==> src/design/rlt_pkg.sv <==
// Constants, types and register map of the retriggerable staircase light timer.
package rlt_pkg;

  // ****************************************************************
  // Clock and timebase
  // ****************************************************************
  localparam int unsigned CLK_HZ        = 100_000_000;
  localparam int unsigned BASE_TICK_US  = 10_000;
  localparam int unsigned BASE_TICK_CYC = CLK_HZ / 1_000_000 * BASE_TICK_US;
  localparam int unsigned DIV_W         = 19;
  localparam logic [18:0] DIV_10MS      = 19'h00001;
  localparam logic [18:0] DIV_SEC       = 19'h00064;
  localparam logic [18:0] DIV_MIN       = 19'h01770;
  localparam logic [18:0] DIV_HOUR      = 19'h57e40;

  typedef enum logic [1:0] {
    RLT_TB_10MS = 2'b00,
    RLT_TB_SEC  = 2'b01,
    RLT_TB_MIN  = 2'b10,
    RLT_TB_HOUR = 2'b11
  } rlt_tb_t;

  // ****************************************************************
  // Times
  // ****************************************************************
  localparam int unsigned TIME_W = 16;

  typedef struct packed {
    logic [15:0] off_delay;
    logic [15:0] warn_lead;
    logic [15:0] warn_len;
  } rlt_times_t;

  // ****************************************************************
  // Register map, byte addresses
  // ****************************************************************
  localparam logic [4:0] ADDR_CTRL      = 5'h00;
  localparam logic [4:0] ADDR_OFF_DELAY = 5'h04;
  localparam logic [4:0] ADDR_WARN_LEAD = 5'h08;
  localparam logic [4:0] ADDR_WARN_LEN  = 5'h0c;
  localparam logic [4:0] ADDR_STATUS    = 5'h10;
  localparam logic [4:0] ADDR_ELAPSED   = 5'h14;

  localparam int unsigned CTRL_RETAIN_BIT   = 0;
  localparam int unsigned CTRL_WARN_EN_BIT  = 1;
  localparam int unsigned CTRL_TB_LSB       = 2;
  localparam int unsigned CTRL_SRC_T_BIT    = 4;
  localparam int unsigned CTRL_SRC_LEAD_BIT = 5;
  localparam int unsigned CTRL_SRC_LEN_BIT  = 6;
  localparam int unsigned CTRL_W            = 7;

  localparam logic [6:0]  CTRL_RESET      = 7'h00;
  localparam logic [15:0] OFF_DELAY_RESET = 16'h0064;
  localparam logic [15:0] WARN_LEAD_RESET = 16'h000a;
  localparam logic [15:0] WARN_LEN_RESET  = 16'h0002;

  localparam int unsigned STAT_LIGHT_BIT = 0;
  localparam int unsigned STAT_WARN_BIT  = 1;
  localparam int unsigned STAT_RUN_BIT   = 2;
  localparam int unsigned STAT_ON_BIT    = 3;

endpackage

==> src/design/rlt_tick_gen.sv <==
// Timebase tick generator for the staircase light timer.
`timescale 1ns/1ps
module rlt_tick_gen #(
  parameter int unsigned BASE_CYC = rlt_pkg::BASE_TICK_CYC
) (
  // Clock and reset
  input  wire logic            ref_clk,
  input  wire logic            rst_n,
  // Timebase selection and tick
  input  wire rlt_pkg::rlt_tb_t tb_sel,
  output logic                 tick
);
  import rlt_pkg::*;

  logic [31:0]      base_cnt_reg;
  logic             base_tick_reg;
  logic [DIV_W-1:0] sub_cnt_reg;
  logic             tick_reg;

  function automatic logic [DIV_W-1:0] div_of(input rlt_tb_t tb);
    unique case (tb)
      RLT_TB_10MS: div_of = DIV_10MS;
      RLT_TB_SEC:  div_of = DIV_SEC;
      RLT_TB_MIN:  div_of = DIV_MIN;
      RLT_TB_HOUR: div_of = DIV_HOUR;
    endcase
  endfunction

  // ****************************************************************
  // Base 10 ms prescaler
  // ****************************************************************
  always_ff @(posedge ref_clk or negedge rst_n) begin
    if (!rst_n) begin
      base_cnt_reg  <= 32'h0;
      base_tick_reg <= 1'b0;
    end else if (base_cnt_reg >= BASE_CYC - 1) begin
      base_cnt_reg  <= 32'h0;
      base_tick_reg <= 1'b1;
    end else begin
      base_cnt_reg  <= base_cnt_reg + 32'h1;
      base_tick_reg <= 1'b0;
    end
  end

  // ****************************************************************
  // Selectable divider
  // ****************************************************************
  // A timebase change mid-count is caught by the >= compare instead of
  // letting the counter run past a shorter divisor.
  always_ff @(posedge ref_clk or negedge rst_n) begin
    if (!rst_n) begin
      sub_cnt_reg <= '0;
      tick_reg    <= 1'b0;
    end else if (base_tick_reg && sub_cnt_reg >= div_of(tb_sel) - 1'b1) begin
      sub_cnt_reg <= '0;
      tick_reg    <= 1'b1;
    end else begin
      if (base_tick_reg) begin
        sub_cnt_reg <= sub_cnt_reg + 1'b1;
      end
      tick_reg <= 1'b0;
    end
  end

  assign tick = tick_reg;

endmodule

==> src/design/rlt_staircase_timer_block.sv <==
// Retriggerable staircase light timer with pre-warning and retentivity.
//
// Notes on behaviour
// - A rising trigger edge switches the light output on at once.
// - The following falling trigger edge restarts the count from zero, light on.
// - The light goes off when the count equals the off-delay.
// - Optional pre-warning blanks the light at off-delay minus lead, for length.
// - Further trigger pulses while counting restart the count, extending on-time.
// - Retentive: output and count survive a power loss unchanged.
// - Non-retentive: output and count return to defaults when power returns.
// - A retentivity setting selects retentive or non-retentive operation.
// - Each time value comes from a constant or a live external value.
// - The counting timebase is selectable by configuration.
//
// Register access over Avalon-MM and the address map are this design's own decisions.
`timescale 1ns/1ps
module rlt_staircase_timer_block #(
  parameter int unsigned BASE_TICK_CYC = rlt_pkg::BASE_TICK_CYC
) (
  // Clock and reset
  input  wire logic               ref_clk,
  input  wire logic               rst_n,
  // Avalon-MM slave
  input  wire logic [4:0]         avs_address,
  input  wire logic               avs_read,
  input  wire logic               avs_write,
  input  wire logic [31:0]        avs_writedata,
  input  wire logic [3:0]         avs_byteenable,
  output logic [31:0]             avs_readdata,
  output logic                    avs_waitrequest,
  // Trigger, power and live time values
  input  wire logic               trg_in,
  input  wire logic               pwr_ok,
  input  wire rlt_pkg::rlt_times_t live_times,
  // Light outputs
  output logic                    light_out,
  output logic                    warn_active
);
  import rlt_pkg::*;

  // ****************************************************************
  // Declarations
  // ****************************************************************
  logic [CTRL_W-1:0] ctrl_reg;
  logic [15:0]       off_delay_reg;
  logic [15:0]       warn_lead_reg;
  logic [15:0]       warn_len_reg;
  logic              ack_reg;
  logic [31:0]       rdata_reg;
  logic [31:0]       rdata_next;
  logic              trg_q_reg;
  logic              pwr_q_reg;
  logic              on_reg;
  logic              running_reg;
  logic [15:0]       elapsed_count;
  logic              light_reg;
  logic              warn_reg;
  logic              tick;
  logic              rise;
  logic              fall;
  logic              resume;
  logic              retain;
  logic              expire;
  logic              in_window;
  logic              bus_req;
  logic              wr_take;
  rlt_times_t        eff;

  function automatic logic [31:0] be_merge(input logic [31:0] old_v,
                                           input logic [31:0] new_v,
                                           input logic [3:0]  be);
    logic [31:0] r;
    r = old_v;
    for (int i = 0; i < 4; i++) begin
      if (be[i]) begin
        r[i*8 +: 8] = new_v[i*8 +: 8];
      end
    end
    return r;
  endfunction

  // Window starts at off-delay minus lead, clamped at zero when the
  // lead exceeds the off-delay, and never reaches past the expiry.
  function automatic logic warn_win(input logic [15:0] e,
                                    input rlt_times_t t);
    logic [15:0] start;
    start = (t.warn_lead > t.off_delay) ? 16'h0000
                                        : t.off_delay - t.warn_lead;
    return (e >= start) && ((e - start) < t.warn_len)
           && (e < t.off_delay);
  endfunction

  // ****************************************************************
  // Avalon-MM slave
  // ****************************************************************
  // Every access waits one cycle, so read data come from a flop.
  assign bus_req         = avs_read || avs_write;
  assign avs_waitrequest = bus_req && !ack_reg;
  assign wr_take         = avs_write && ack_reg;
  assign avs_readdata    = rdata_reg;

  always_comb begin
    rdata_next = 32'h0;
    unique case (avs_address)
      ADDR_CTRL:      rdata_next = {25'h0, ctrl_reg};
      ADDR_OFF_DELAY: rdata_next = {16'h0, off_delay_reg};
      ADDR_WARN_LEAD: rdata_next = {16'h0, warn_lead_reg};
      ADDR_WARN_LEN:  rdata_next = {16'h0, warn_len_reg};
      ADDR_STATUS: begin
        rdata_next[STAT_LIGHT_BIT] = light_reg;
        rdata_next[STAT_WARN_BIT]  = warn_reg;
        rdata_next[STAT_RUN_BIT]   = running_reg;
        rdata_next[STAT_ON_BIT]    = on_reg;
      end
      ADDR_ELAPSED:   rdata_next = {16'h0, elapsed_count};
      default:        rdata_next = 32'h0;
    endcase
  end

  always_ff @(posedge ref_clk or negedge rst_n) begin
    if (!rst_n) begin
      ack_reg   <= 1'b0;
      rdata_reg <= 32'h0;
    end else begin
      ack_reg <= bus_req && !ack_reg;
      if (avs_read && !ack_reg) begin
        rdata_reg <= rdata_next;
      end
    end
  end

  always_ff @(posedge ref_clk or negedge rst_n) begin
    if (!rst_n) begin
      ctrl_reg      <= CTRL_RESET;
      off_delay_reg <= OFF_DELAY_RESET;
      warn_lead_reg <= WARN_LEAD_RESET;
      warn_len_reg  <= WARN_LEN_RESET;
    end else if (wr_take) begin
      unique case (avs_address)
        ADDR_CTRL: begin
          ctrl_reg <= CTRL_W'(be_merge({25'h0, ctrl_reg}, avs_writedata,
                                       avs_byteenable));
        end
        ADDR_OFF_DELAY: begin
          off_delay_reg <= 16'(be_merge({16'h0, off_delay_reg},
                                        avs_writedata, avs_byteenable));
        end
        ADDR_WARN_LEAD: begin
          warn_lead_reg <= 16'(be_merge({16'h0, warn_lead_reg},
                                        avs_writedata, avs_byteenable));
        end
        ADDR_WARN_LEN: begin
          warn_len_reg <= 16'(be_merge({16'h0, warn_len_reg},
                                       avs_writedata, avs_byteenable));
        end
        default: begin
        end
      endcase
    end
  end

  // ****************************************************************
  // Time sources and timebase
  // ****************************************************************
  // Live values are taken every cycle, so a changing source moves the
  // expiry point while the count runs.
  always_comb begin
    eff.off_delay = ctrl_reg[CTRL_SRC_T_BIT] ? live_times.off_delay
                                             : off_delay_reg;
    eff.warn_lead = ctrl_reg[CTRL_SRC_LEAD_BIT] ? live_times.warn_lead
                                                : warn_lead_reg;
    eff.warn_len  = ctrl_reg[CTRL_SRC_LEN_BIT] ? live_times.warn_len
                                               : warn_len_reg;
  end

  rlt_tick_gen #(
    .BASE_CYC (BASE_TICK_CYC)
  ) u_tick (
    .ref_clk (ref_clk),
    .rst_n   (rst_n),
    .tb_sel  (rlt_tb_t'(ctrl_reg[CTRL_TB_LSB +: 2])),
    .tick    (tick)
  );

  // ****************************************************************
  // Timer core
  // ****************************************************************
  assign rise      = trg_in && !trg_q_reg;
  assign fall      = !trg_in && trg_q_reg;
  assign resume    = pwr_ok && !pwr_q_reg;
  assign retain    = ctrl_reg[CTRL_RETAIN_BIT];
  assign expire    = running_reg && (elapsed_count == eff.off_delay);
  assign in_window = ctrl_reg[CTRL_WARN_EN_BIT] && on_reg
                     && warn_win(elapsed_count, eff);

  always_ff @(posedge ref_clk or negedge rst_n) begin
    if (!rst_n) begin
      trg_q_reg <= 1'b0;
      pwr_q_reg <= 1'b0;
    end else begin
      trg_q_reg <= trg_in;
      pwr_q_reg <= pwr_ok;
    end
  end

  // While power is absent the state is frozen; on return it is either
  // kept or cleared, depending on retentivity.
  always_ff @(posedge ref_clk or negedge rst_n) begin
    if (!rst_n) begin
      on_reg        <= 1'b0;
      running_reg   <= 1'b0;
      elapsed_count <= 16'h0;
    end else if (!pwr_ok) begin
      on_reg        <= on_reg;
      running_reg   <= running_reg;
      elapsed_count <= elapsed_count;
    end else if (resume && !retain) begin
      on_reg        <= 1'b0;
      running_reg   <= 1'b0;
      elapsed_count <= 16'h0;
    end else if (rise) begin
      on_reg        <= 1'b1;
      running_reg   <= 1'b0;
      elapsed_count <= 16'h0;
    end else if (fall && on_reg) begin
      running_reg   <= 1'b1;
      elapsed_count <= 16'h0;
    end else if (expire) begin
      on_reg      <= 1'b0;
      running_reg <= 1'b0;
    end else if (running_reg && tick) begin
      elapsed_count <= elapsed_count + 16'h1;
    end
  end

  always_ff @(posedge ref_clk or negedge rst_n) begin
    if (!rst_n) begin
      light_reg <= 1'b0;
      warn_reg  <= 1'b0;
    end else if (pwr_ok) begin
      light_reg <= on_reg && !in_window;
      warn_reg  <= in_window;
    end
  end

  assign light_out   = light_reg;
  assign warn_active = warn_reg;

  // ****************************************************************
  // Assertions
  // ****************************************************************
  a_rise_sets_on: assert property (
    @(posedge ref_clk) disable iff (!rst_n)
    rise && pwr_ok && !(resume && !retain) |=> on_reg ##1 light_reg || warn_reg)
    else $error("rising trigger did not switch the light on");

  a_fall_restart: assert property (
    @(posedge ref_clk) disable iff (!rst_n)
    fall && on_reg && pwr_ok && !resume
    |=> running_reg && on_reg && elapsed_count == 16'h0)
    else $error("falling trigger did not restart the count");

  a_expire_off: assert property (
    @(posedge ref_clk) disable iff (!rst_n)
    expire && pwr_ok && !rise && !fall && !resume
    |=> !on_reg ##1 !light_reg)
    else $error("light stayed on after the off-delay");

  a_warn_blank: assert property (
    @(posedge ref_clk) disable iff (!rst_n)
    pwr_ok && on_reg && ctrl_reg[CTRL_WARN_EN_BIT]
    && warn_win(elapsed_count, eff) |=> !light_reg && warn_reg)
    else $error("light not blanked inside the warning window");

  a_retrig_hold: assert property (
    @(posedge ref_clk) disable iff (!rst_n)
    rise && pwr_ok && !resume
    |=> !running_reg && elapsed_count == 16'h0 && on_reg)
    else $error("retrigger did not restart the count");

  a_retain_freeze: assert property (
    @(posedge ref_clk) disable iff (!rst_n)
    !pwr_ok ##1 pwr_ok && retain
    |-> on_reg == $past(on_reg) && elapsed_count == $past(elapsed_count))
    else $error("retentive state changed over the power loss");

  a_nonret_clear: assert property (
    @(posedge ref_clk) disable iff (!rst_n)
    resume && !retain
    |=> !on_reg && !running_reg && elapsed_count == 16'h0)
    else $error("non-retentive state not cleared after power return");

  a_tick_step: assert property (
    @(posedge ref_clk) disable iff (!rst_n)
    pwr_ok && !resume && !rise && !fall && running_reg && tick && !expire
    |=> elapsed_count == $past(elapsed_count) + 16'h1)
    else $error("count did not advance by one on a tick");

  a_idle_count: assert property (
    @(posedge ref_clk) disable iff (!rst_n)
    !tick && !rise && !fall && !resume
    |=> elapsed_count == $past(elapsed_count))
    else $error("count moved without a tick");

endmodule

==> config.mk <==
export PLATFORM = sky130hd
export DESIGN_NAME = rlt_staircase_timer_block
export DESIGN_NICKNAME = d
export VERILOG_FILES = /design/src/design/rlt_pkg.sv /design/src/design/rlt_tick_gen.sv /design/src/design/rlt_staircase_timer_block.sv
export SDC_FILE = /design/constraint.sdc
export NUM_CORES = 1
export LEC_CHECK = 0
export ABC_CLOCK_PERIOD_IN_PS = 6100
export BUFFER_PORTS_ARGS = -buffer_cell sky130_fd_sc_hd__buf_2
export CAP_MARGIN = 20
export CORE_MARGIN = 10
export CORE_UTILIZATION = 25
export CTS_CLUSTER_DIAMETER = 50
export DETAILED_ROUTE_END_ITERATION = 10
export PLACE_DENSITY = 0.42
export SYNTH_ARGS = -nofsm -noshare
export SYNTH_HDL_FRONTEND = slang
export SYNTH_SLANG_ARGS = --single-unit
export TNS_END_PERCENT = 5
==> constraint.sdc <==
create_clock -name ref_clk -period 6.1 [get_ports ref_clk]
set_clock_uncertainty 0.05 [all_clocks]
set_input_delay 0.915 -clock ref_clk [delete_from_list [all_inputs] [get_ports ref_clk]]
set_output_delay 0.915 -clock ref_clk [all_outputs]
set_load 0.03 [all_outputs]
==> results of run 1 <==
cell families after synthesis:
kind of cell,count (synthesis)
compound gates,190
other cells,2
fa+ha+maj,90
xor+xnor,66
mux,108
flops,147
buf+inv,91
simple gates,291
power by group through the flow:
stage / Combinational, W / Clock (W) / Sequential [W]
after floorplan: 0.00117 / 0 / 0.00110
after global placement: 0.00172 / 0 / 0.00113
after detailed placement: 0.00172 / 0 / 0.00113
after CTS: 0.00174 / 0.00113 / 0.00111
after global routing: 0.00197 / 0.00117 / 0.00112
final: 0.00175 / 0.00110 / 0.00111
metal layers:
metal	track usage	vias to the layer above	share of wire
met4	0.03934	4	0.018
met3	0.02316	35	0.034
met2	0.2136	135	0.47
li1	-	3866	-
met5	0	-	0.00073
met1	0.1764	3826	0.48
worst paths after layout:
path                            cells after the start                                  to  slack, ns
worst max-delay path                               27               light_out$_DFFE_PN0P_       0.31
worst min-delay path                                1                   ack_reg$_DFF_PN0_       0.40
worst max register to register                     26               light_out$_DFFE_PN0P_       0.37
worst min register to register                      1                   ack_reg$_DFF_PN0_       0.40
max in group asynchronous                           2        avs_readdata[13]$_DFFE_PN0P_       4.14
min in group asynchronous                           1  u_tick.sub_cnt_reg[11]$_DFFE_PN0P_       0.49
final cells by class:
class / instances / area (um^2) / share of cell area
Multi-Input combinational cell: 776 / 5857 / 0.4920
Sequential cell: 147 / 3686 / 0.3096
Inverter: 44 / 165.2 / 0.01387
Clock buffer: 23 / 488.0 / 0.04099
Clock inverter: 9 / 126.4 / 0.01061
Antenna cell: 1 / 2.502 / 0.0002102
Timing Repair Buffer: 155 / 932.1 / 0.07830
Tap cell: 518 / 648.1 / 0.05444
metrics by stage:
| stage | instance area [um^2] | cells | power [W] | setup TNS (ns) | hold slack, ns |
|---|---|---|---|---|---|
| after floorplan | 9916 | 1014 | 0.002274 | 0 | 0.4180 |
| after CTS | 11850 | 1672 | 0.003981 | 0 | 0.4121 |
| final | 11910 | 1673 | 0.003966 | 0 | 0.4048 |
| after detailed placement | 11240 | 1640 | 0.002854 | -0.8174 | 0.4026 |
| after global routing | 11900 | 1672 | 0.004266 | -0.004280 | 0.4353 |
| after global placement | 11240 | 1640 | 0.002851 | -0.5716 | 0.4044 |
synth_stat cells, drive strengths merged (16+ instances only):
library cell  instances
a21o                 22
a21oi                37
a22oi                23
and3                 19
buf                  31
clkbuf               16
dfrtp               141
ha                   88
inv                  44
mux2                 57
mux2i                51
nand2                70
nand3                40
nand4                20
nor2                 80
o21ai                32
xnor2                32
xor2                 34
==> impl_metrics.ini, run 1 <==
[global_routing]
grt_pass1_vias = 8125
grt_usage = 0.1322
grt_max_degree = 93
overflow = 0
antenna_found_initial = 3
grt_first_pass_wirelength_mm = 48.31

[final_layout]
final_util = 0.3073
fin_nets = 1326
final_common_cell = dfrtp_1
largest_reg_flops = 32
area_growth_pct = 21.40
final_cell_mix = dfrtp_1, buf_2, ha_1, nor2_1, nand2_1
fillCellCount = 4116
drive_gt1_frac = 0.2383

[routing]
routedWlPerCell_um = 18.77
dr_total_vias = 7866
wl_mm = 31.40
routed_via_density = 4.702
first_pass_iters = 5
antenna_left = 0
drtIter0Drc = 521
post-route-drc-count = 0

[setup_path]
cp_common_cell = ha_1
cp-start-kind = primary input
crit_slowest_cell = fa_1
critPathMaxStageDelay_ns = 0.42
arrival_ns = 6.06
endpoint_kind = register
rr_startpoint = ctrl_reg[5]$_DFFE_PN0P_
worst-path-max-fanout = 6
critPathBufInv = 2
path_class = primary input to register
cp_data_required_time_ns = 6.37
crit_family = compound AO/OA/AOI/OAI gates
crit_start = live_times[16]

[power_and_ir_drop]
power.density_nw_per_um2 = 333.1
clkPwrFrac = 0.278
p_seq_frac = 0.281
ir_drop_mv = 0.1812
comb_power_share = 0.441
p_leak_nw = 5.692
switching_share = 0.3507
p_int_w = 0.002575
p_sw_w = 0.001391

[timing]
min_period_ns = 5.785
setup_viol = 0
timing.slew.headroom = 0.2594
period_share = 0.9484
worst_slack_ns = 0.3145
worst_pin_slew_ns = 1.110
hold_viol = 0
slew_violations = 0
fmax_mhz = 172.8

[placement]
post-place-ws_ns = -0.4191
post-dp-hpwl_mm = 24.46
gp_congestion = 0.8406
port_buffers = 95

[logic_synthesis]
postSynth.topFlopCell = dfrtp_1
synth_area_leaders = dfrtp_1, ha_1, mux2_2
synth.ff_latch_count = 147
synthesis.area_um2 = 9807
syn_inst = 985
yosys.area_share.xor_xnor = 0.05894
synth_top_area_share = 0.3598
synth_compound_area_frac = 0.1397
synth_mux_area_frac = 0.1175
yosys.area.top_type = dfrtp_1
ys_warn_count = 0
synth-simple-area-share = 0.1472
synth_top_family_by_area = simple AND/OR/NAND/NOR gates
synth_fa_ha_area_frac = 0.1164
async_flop_share = 1.000
avgSynthCellArea_um2 = 9.956
yosysUniqueCellTypes = 80
synth_edf_count = 0
seq_area_frac_synth = 0.3759

[floorplan]
die_area_um2 = 47550
fp.dieW_um = 218.1
rows = 72
ioPinCount = 130
start_util = 0.2532
die_h_um = 218.1
core_area_um2 = 38740

[clock_network]
cts.sinks = 147
clock_latency_ns = 0.42
cts_hold_buffers = 0
htree_levels = 4
cts_root_buf = clkbuf_16
postCtsSetupRepairBufs = 0
path_clk_slew_ns = 0.06
cts_tree = yes
clock_path_buffers = 2
post_cts_resized = 0
numCtsBuffers = 17

[min_path]
hold_class = register to register
holdCritStartpoint = ack_reg$_DFF_PN0_

[status]
outcome = finished clean

[job]
maxCapViolations = 0
(Power assumes the default switching activity.)
==> run 2: changes to the inputs <==
==> constraint.sdc (replaced) <==
create_clock -name ref_clk -period 6.1 [get_ports ref_clk]
set_clock_uncertainty 0.05 [all_clocks]
set_input_delay 1.22 -clock ref_clk [delete_from_list [all_inputs] [get_ports ref_clk]]
set_output_delay 1.22 -clock ref_clk [all_outputs]
set_load 0.03 [all_outputs]
==> run 2 against run 1 <==
Clock-buffer cell count up 4. Combinational power up 9%. Non-clock buffer count up 37. Fmax down 1.0%. Power up 0.96%. Worst hold slack better by 0.015 ns. Flip-flop and latch count unchanged. Routed wire length up 0.64%. Clock power down 9.8%. Global-route usage about the same. Critical endpoint unchanged. Via count up 2.0%.
==> impl_metrics.ini, run 2 (synthesized netlist as in run 1, its figures left out) <==
[final_layout]
final_cell_mix = dfrtp_1, buf_4, buf_2, ha_1, nor2_1
drive_gt1_frac = 0.2653
area_growth_pct = 24.55
post-route-cell-area_um2 = 12210
fin_nets = 1363
fillCellCount = 4102
largest_reg_flops = 32
final_common_cell = dfrtp_1
antennaDiodeCount = 0
layout.cells.non_filler = 1709

[placement]
port_buffers = 95
dpl_cell_area_um2 = 11500
gp_congestion = 0.8367
post-dp-hpwl_mm = 24.79
post-place-cells = 1675

[clock_network]
cts.sinks = 147
cts_tree = yes
htree_levels = 4
cts_root_buf = clkbuf_16
path_clk_slew_ns = 0.06
cts_hold_buffers = 0
clock_path_buffers = 2
numCtsBuffers = 17
clock_latency_ns = 0.43

[timing]
min_period_ns = 5.845
fin_hold_ws_ns = 0.4196
slew_violations = 0
hold_viol = 0
setup_viol = 0
worst_pin_slew_ns = 1.156
fmax_mhz = 171.1
period_share = 0.9581
rsz0062_at_grt = no
timing.slew.headroom = 0.2288

[routing]
dr_total_vias = 8024
drtIter0Drc = 511
routed_via_density = 4.695
first_pass_iters = 7
antenna_left = 0
routedWlPerCell_um = 18.49
post-route-drc-count = 0
wl_mm = 31.61

[job]
maxCapViolations = 0

[setup_path]
r2r_cells = 27
endpoint_kind = register
cp-start-kind = primary input
worst-path-max-fanout = 6
path_class = primary input to register
cp_data_required_time_ns = 6.36
arrival_ns = 6.11

[power_and_ir_drop]
ir_drop_mv = 0.1808
power.density_nw_per_um2 = 327.8
switching_share = 0.3556
p_seq_frac = 0.278
p_leak_nw = 5.849
p_int_w = 0.002580
clkPwrFrac = 0.248
comb_power_share = 0.474
p_sw_w = 0.001424

[global_routing]
overflow = 0
antenna_found_initial = 3
grt_max_degree = 57
grt_pass1_vias = 8241
grt_first_pass_wirelength_mm = 48.38
grt_usage = 0.1320

[floorplan]
start_util = 0.2532
die_h_um = 218.1
fp.dieW_um = 218.1
core_area_um2 = 38740
rows = 72
die_area_um2 = 47550
ioPinCount = 130

[min_path]
hold_depth = 1
hold_class = register to register

[status]
outcome = finished clean
==> run 2: cell count changes in the layout (fill, tap and decap cells not counted), sizes merged <==
cell,before,now
diode,1,0
buf,155,192
clkbuf,23,27
clkinv,5,3
bufinv,3,1
==> run 2: worst paths after layout <==
kind | end | from | slack (ns)
max in group asynchronous | elapsed_count[15]$_DFFE_PN0P_ | rst_n | 4.16
setup / recovery | light_out$_DFFE_PN0P_ | live_times[16] | 0.26
hold reg to reg | ack_reg$_DFF_PN0_ | ack_reg$_DFF_PN0_ | 0.42
hold / removal | ack_reg$_DFF_PN0_ | ack_reg$_DFF_PN0_ | 0.42
setup reg to reg | light_out$_DFFE_PN0P_ | ctrl_reg[4]$_DFFE_PN0P_ | 0.55
min in group asynchronous | u_tick.sub_cnt_reg[10]$_DFFE_PN0P_ | rst_n | 0.69
==> run 2: power by group through the flow <==
stage	clock, W	combinational, W	sequential (W)
final	0.000992	0.00190	0.00111
after global routing	0.00106	0.00212	0.00112
after CTS	0.00102	0.00184	0.00111
after detailed placement	0	0.00180	0.00113
after global placement	0	0.00179	0.00113
after floorplan	0	0.00117	0.00110
==> run 2: routing by layer <==
metal / share of wire / vias up / GRT usage
li1: - / 3920 / -
met1: 0.48 / 3881 / 0.1746
met2: 0.46 / 172 / 0.2151
met3: 0.038 / 45 / 0.02413
met4: 0.020 / 6 / 0.03772
met5: 0.00098 / - / 0
==> run 2: final cells by class <==
cell class	instances	area, um^2	area share
clock buffers	27	493.0	0.04036
flip-flops and latches	147	3686	0.3018
multi-input cells	776	5959	0.4879
inverters	44	165.2	0.01352
well taps	518	648.1	0.05306
clock inverters	5	52.55	0.004302
repair buffers	192	1210	0.09906
==> run 2: worst max-delay path, stage by stage <==
cell	delay, ns
buf_2	0.10
mux2_4	0.26
ha_4	0.17
fa_2	0.38
nand2b_4	0.17
a21oi_4	0.18
o21ai_4	0.10
o221a_4	0.25
o21ai_4	0.17
o21a_4	0.20
o211ai_1	0.11
ha_1	0.32
and3_4	0.18
and2_4	0.16
a221oi_4	0.28
o221ai_2	0.16
and4_4	0.21
o221ai_4	0.16
xnor2_2	0.09
ha_1	0.20
nor2_2	0.11
nand4_1	0.11
a2111oi_2	0.23
o211ai_1	0.16
nor3_1	0.22
buf_4	0.16
nor2_1	0.04
==> run 2: timing repair <==
action,4_1_cts,5_1_grt
buffers inserted,0,2
pin swaps,2,13
endpoints found under the setup margin,2,2
resized for setup,9,16
==> run 2: stage by stage <==
step / utilization / total power [W] / setup slack (ns) / setup TNS, ns
floorplan: - / 0.002274 / 0.05554 / 0
detailed placement: 0.2969 / 0.002928 / -0.7539 / -1.491
finish: 0.3153 / 0.004004 / 0.2553 / 0
global placement: 0.2969 / 0.002921 / -0.6036 / -1.190
global route: 0.3153 / 0.004308 / 0.003977 / 0
CTS: 0.3123 / 0.003978 / 0.03332 / 0
==> run 3: changes to the inputs <==
--- a/config.mk
+++ b/config.mk
@@ -5,7 +5,7 @@
 export SDC_FILE = /design/constraint.sdc
 export NUM_CORES = 1
 export LEC_CHECK = 0
-export ABC_CLOCK_PERIOD_IN_PS = 6100
+export ABC_CLOCK_PERIOD_IN_PS = 5650
 export BUFFER_PORTS_ARGS = -buffer_cell sky130_fd_sc_hd__buf_2
 export CAP_MARGIN = 20
 export CORE_MARGIN = 10
==> constraint.sdc (replaced) <==
create_clock -name ref_clk -period 5.65 [get_ports ref_clk]
set_clock_uncertainty 0.05 [all_clocks]
set_input_delay 1.13 -clock ref_clk [delete_from_list [all_inputs] [get_ports ref_clk]]
set_output_delay 1.13 -clock ref_clk [all_outputs]
set_load 0.03 [all_outputs]
==> run 3 against run 2 <==
Setup slack lost 0.13 ns. Flip-flop and latch count is the same. Power grew 9.9%. Via count shrank 0.12%. Die area is the same. Final area grew 1.1%. Critical endpoint unchanged. Utilization grew 0.33 points. Register-to-register slack lost 0.18 ns.
==> impl_metrics.ini, run 3 (synthesized netlist as in run 1, its figures left out) <==
[status]
outcome = finished clean

[clock_network]
path_clk_slew_ns = 0.06
clock_path_buffers = 2
cts_tree = yes
cts_hold_buffers = 0
clock_latency_ns = 0.42
numCtsBuffers = 17
cts.sinks = 147
htree_levels = 4
cts_root_buf = clkbuf_16

[floorplan]
fp.dieW_um = 218.1
die_area_um2 = 47550
rows = 72
die_h_um = 218.1
start_util = 0.2532
core_area_um2 = 38740
ioPinCount = 130

[final_layout]
post-route-cell-area_um2 = 12340
area_growth_pct = 25.86
largest_reg_flops = 32
final_common_cell = dfrtp_1
layout.cells.non_filler = 1717
fillCellCount = 4108
final_cell_mix = dfrtp_1, buf_4, buf_2, ha_1, nor2_1
drive_gt1_frac = 0.2788
fin_nets = 1370

[routing]
first_pass_iters = 4
routedWlPerCell_um = 18.64
dr_total_vias = 8014
post-route-drc-count = 0
routed_via_density = 4.667
wl_mm = 32.00
antenna_left = 0
drtIter0Drc = 395

[setup_path]
crit_slowest_cell = fa_2
path_class = primary input to register
worstReg2RegEnd = light_out$_DFFE_PN0P_
rr_startpoint = ctrl_reg[5]$_DFFE_PN0P_
crit_family = compound AO/OA/AOI/OAI gates
arrival_ns = 5.79
worst-path-max-fanout = 6
r2r_cells = 27
critPathMaxStageDelay_ns = 0.35
endpoint_kind = register
cp-start-kind = primary input
critPathBufInv = 3
r2r_setup_slack_ns = 0.37
cp_data_required_time_ns = 5.91

[timing]
fin_hold_ws_ns = 0.4130
worst_pin_slew_ns = 1.050
rsz0062_at_grt = yes
fmax_mhz = 181.0
min_period_ns = 5.526
period_share = 0.9780
setup_viol = 0
hold_viol = 0
timing.slew.headroom = 0.3002
slew_violations = 0

[global_routing]
antenna_found_initial = 2
gr-usage-met1 = 0.1794
grt_use_met2 = 0.2189
grt_first_pass_wirelength_mm = 49.98
grt_usage = 0.1354
overflow = 0
grt_max_degree = 53
grt_pass1_vias = 8545
top_usage_layer = met2
use_met3 = 0.02746

[power_and_ir_drop]
ir_drop_mv = 0.1814
power.density_nw_per_um2 = 356.5
p_leak_nw = 5.899

[placement]
port_buffers = 95
gp_congestion = 0.8253
post-place-cells = 1683
dpl_cell_area_um2 = 11650
post-dp-hpwl_mm = 25.38

[min_path]
min_to = ack_reg$_DFF_PN0_
hold_depth = 1
hold_class = register to register
holdCritStartpoint = ack_reg$_DFF_PN0_

[job]
maxCapViolations = 0
[run 3: what timing repair did]
| action | CTS | global route |
|---|---|---|
| endpoints found under the setup margin | 2 | 2 |
| endpoints found under the hold margin | 0 | 0 |
| pin swaps | 21 | 3 |
| buffers inserted | 1 | 0 |
| resized for setup | 16 | 4 |
[run 3: where the power goes]
group	internal, W	switching [W]	total, W
Clock	0.000707	0.000444	0.00115
Combinational	0.00102	0.00103	0.00205
Sequential	0.00112	0.0000815	0.00120
Total	0.00285	0.00155	0.00440
[run 3: metal layers]
metal,share of wire,up-vias,wire [um]
met1,0.49,3901,15560
met4,0.015,2,486
met3,0.041,32,1306
met5,0.00022,-,7
li1,-,3948,-
met2,0.46,131,14640
[run 3: final cells by class]
| type | instances | area (um^2) | area share |
|---|---|---|---|
| clock inverters | 9 | 130.1 | 0.01054 |
| repair buffers | 199 | 1274 | 0.1032 |
| diodes | 1 | 2.502 | 0.0002027 |
| well taps | 518 | 648.1 | 0.05251 |
| flip-flops and latches | 147 | 3686 | 0.2986 |
| inverters | 44 | 165.2 | 0.01338 |
| multi-input cells | 776 | 5979 | 0.4844 |
| clock buffers | 23 | 457.9 | 0.03710 |
[run 3: worst max path at each step]
stage / from / to / slack (ns) / cells after the start
floorplan: live_times[16] / light_out$_DFFE_PN0P_ / -0.04 / 25
global placement: live_times[16] / light_out$_DFFE_PN0P_ / -0.70 / 27
detailed placement: live_times[16] / light_out$_DFFE_PN0P_ / -0.71 / 27
CTS: live_times[33] / light_out$_DFFE_PN0P_ / 0.02 / 27
global route: live_times[16] / warn_active$_DFFE_PN0P_ / -0.15 / 27
finish: live_times[16] / light_out$_DFFE_PN0P_ / 0.12 / 28
[run 3: stage by stage]
step	TNS [ns]	setup slack, ns	util	total power [W]
after global routing	-0.3020	-0.1524	0.3186	0.004731
after floorplan	-0.04973	-0.03807	-	0.002497
final	0	0.1241	0.3186	0.004400
after CTS	0	0.01788	0.3181	0.004449
after global placement	-1.369	-0.6955	0.3008	0.003197
after detailed placement	-1.398	-0.7106	0.3008	0.003201
[run 3: worst register-to-register path: stages (launching register included)]
cell       delay [ns]
dfrtp_1          0.45
buf_6            0.23
buf_4            0.22
mux2i_1          0.25
ha_1             0.29
a21o_1           0.18
a21oi_1          0.26
o221a_2          0.26
o21ai_2          0.06
o21a_4           0.15
buf_4            0.14
nand2_2          0.06
ha_4             0.21
and3_4           0.18
and2_4           0.16
a221oi_4         0.27
o221ai_2         0.14
and4_4           0.18
o221ai_2         0.15
xnor2_1          0.11
ha_2             0.18
nor2_2           0.09
nand4_1          0.11
a2111oi_2        0.22
o211ai_1         0.14
nor3_1           0.21
buf_4            0.16
nor2_1           0.05
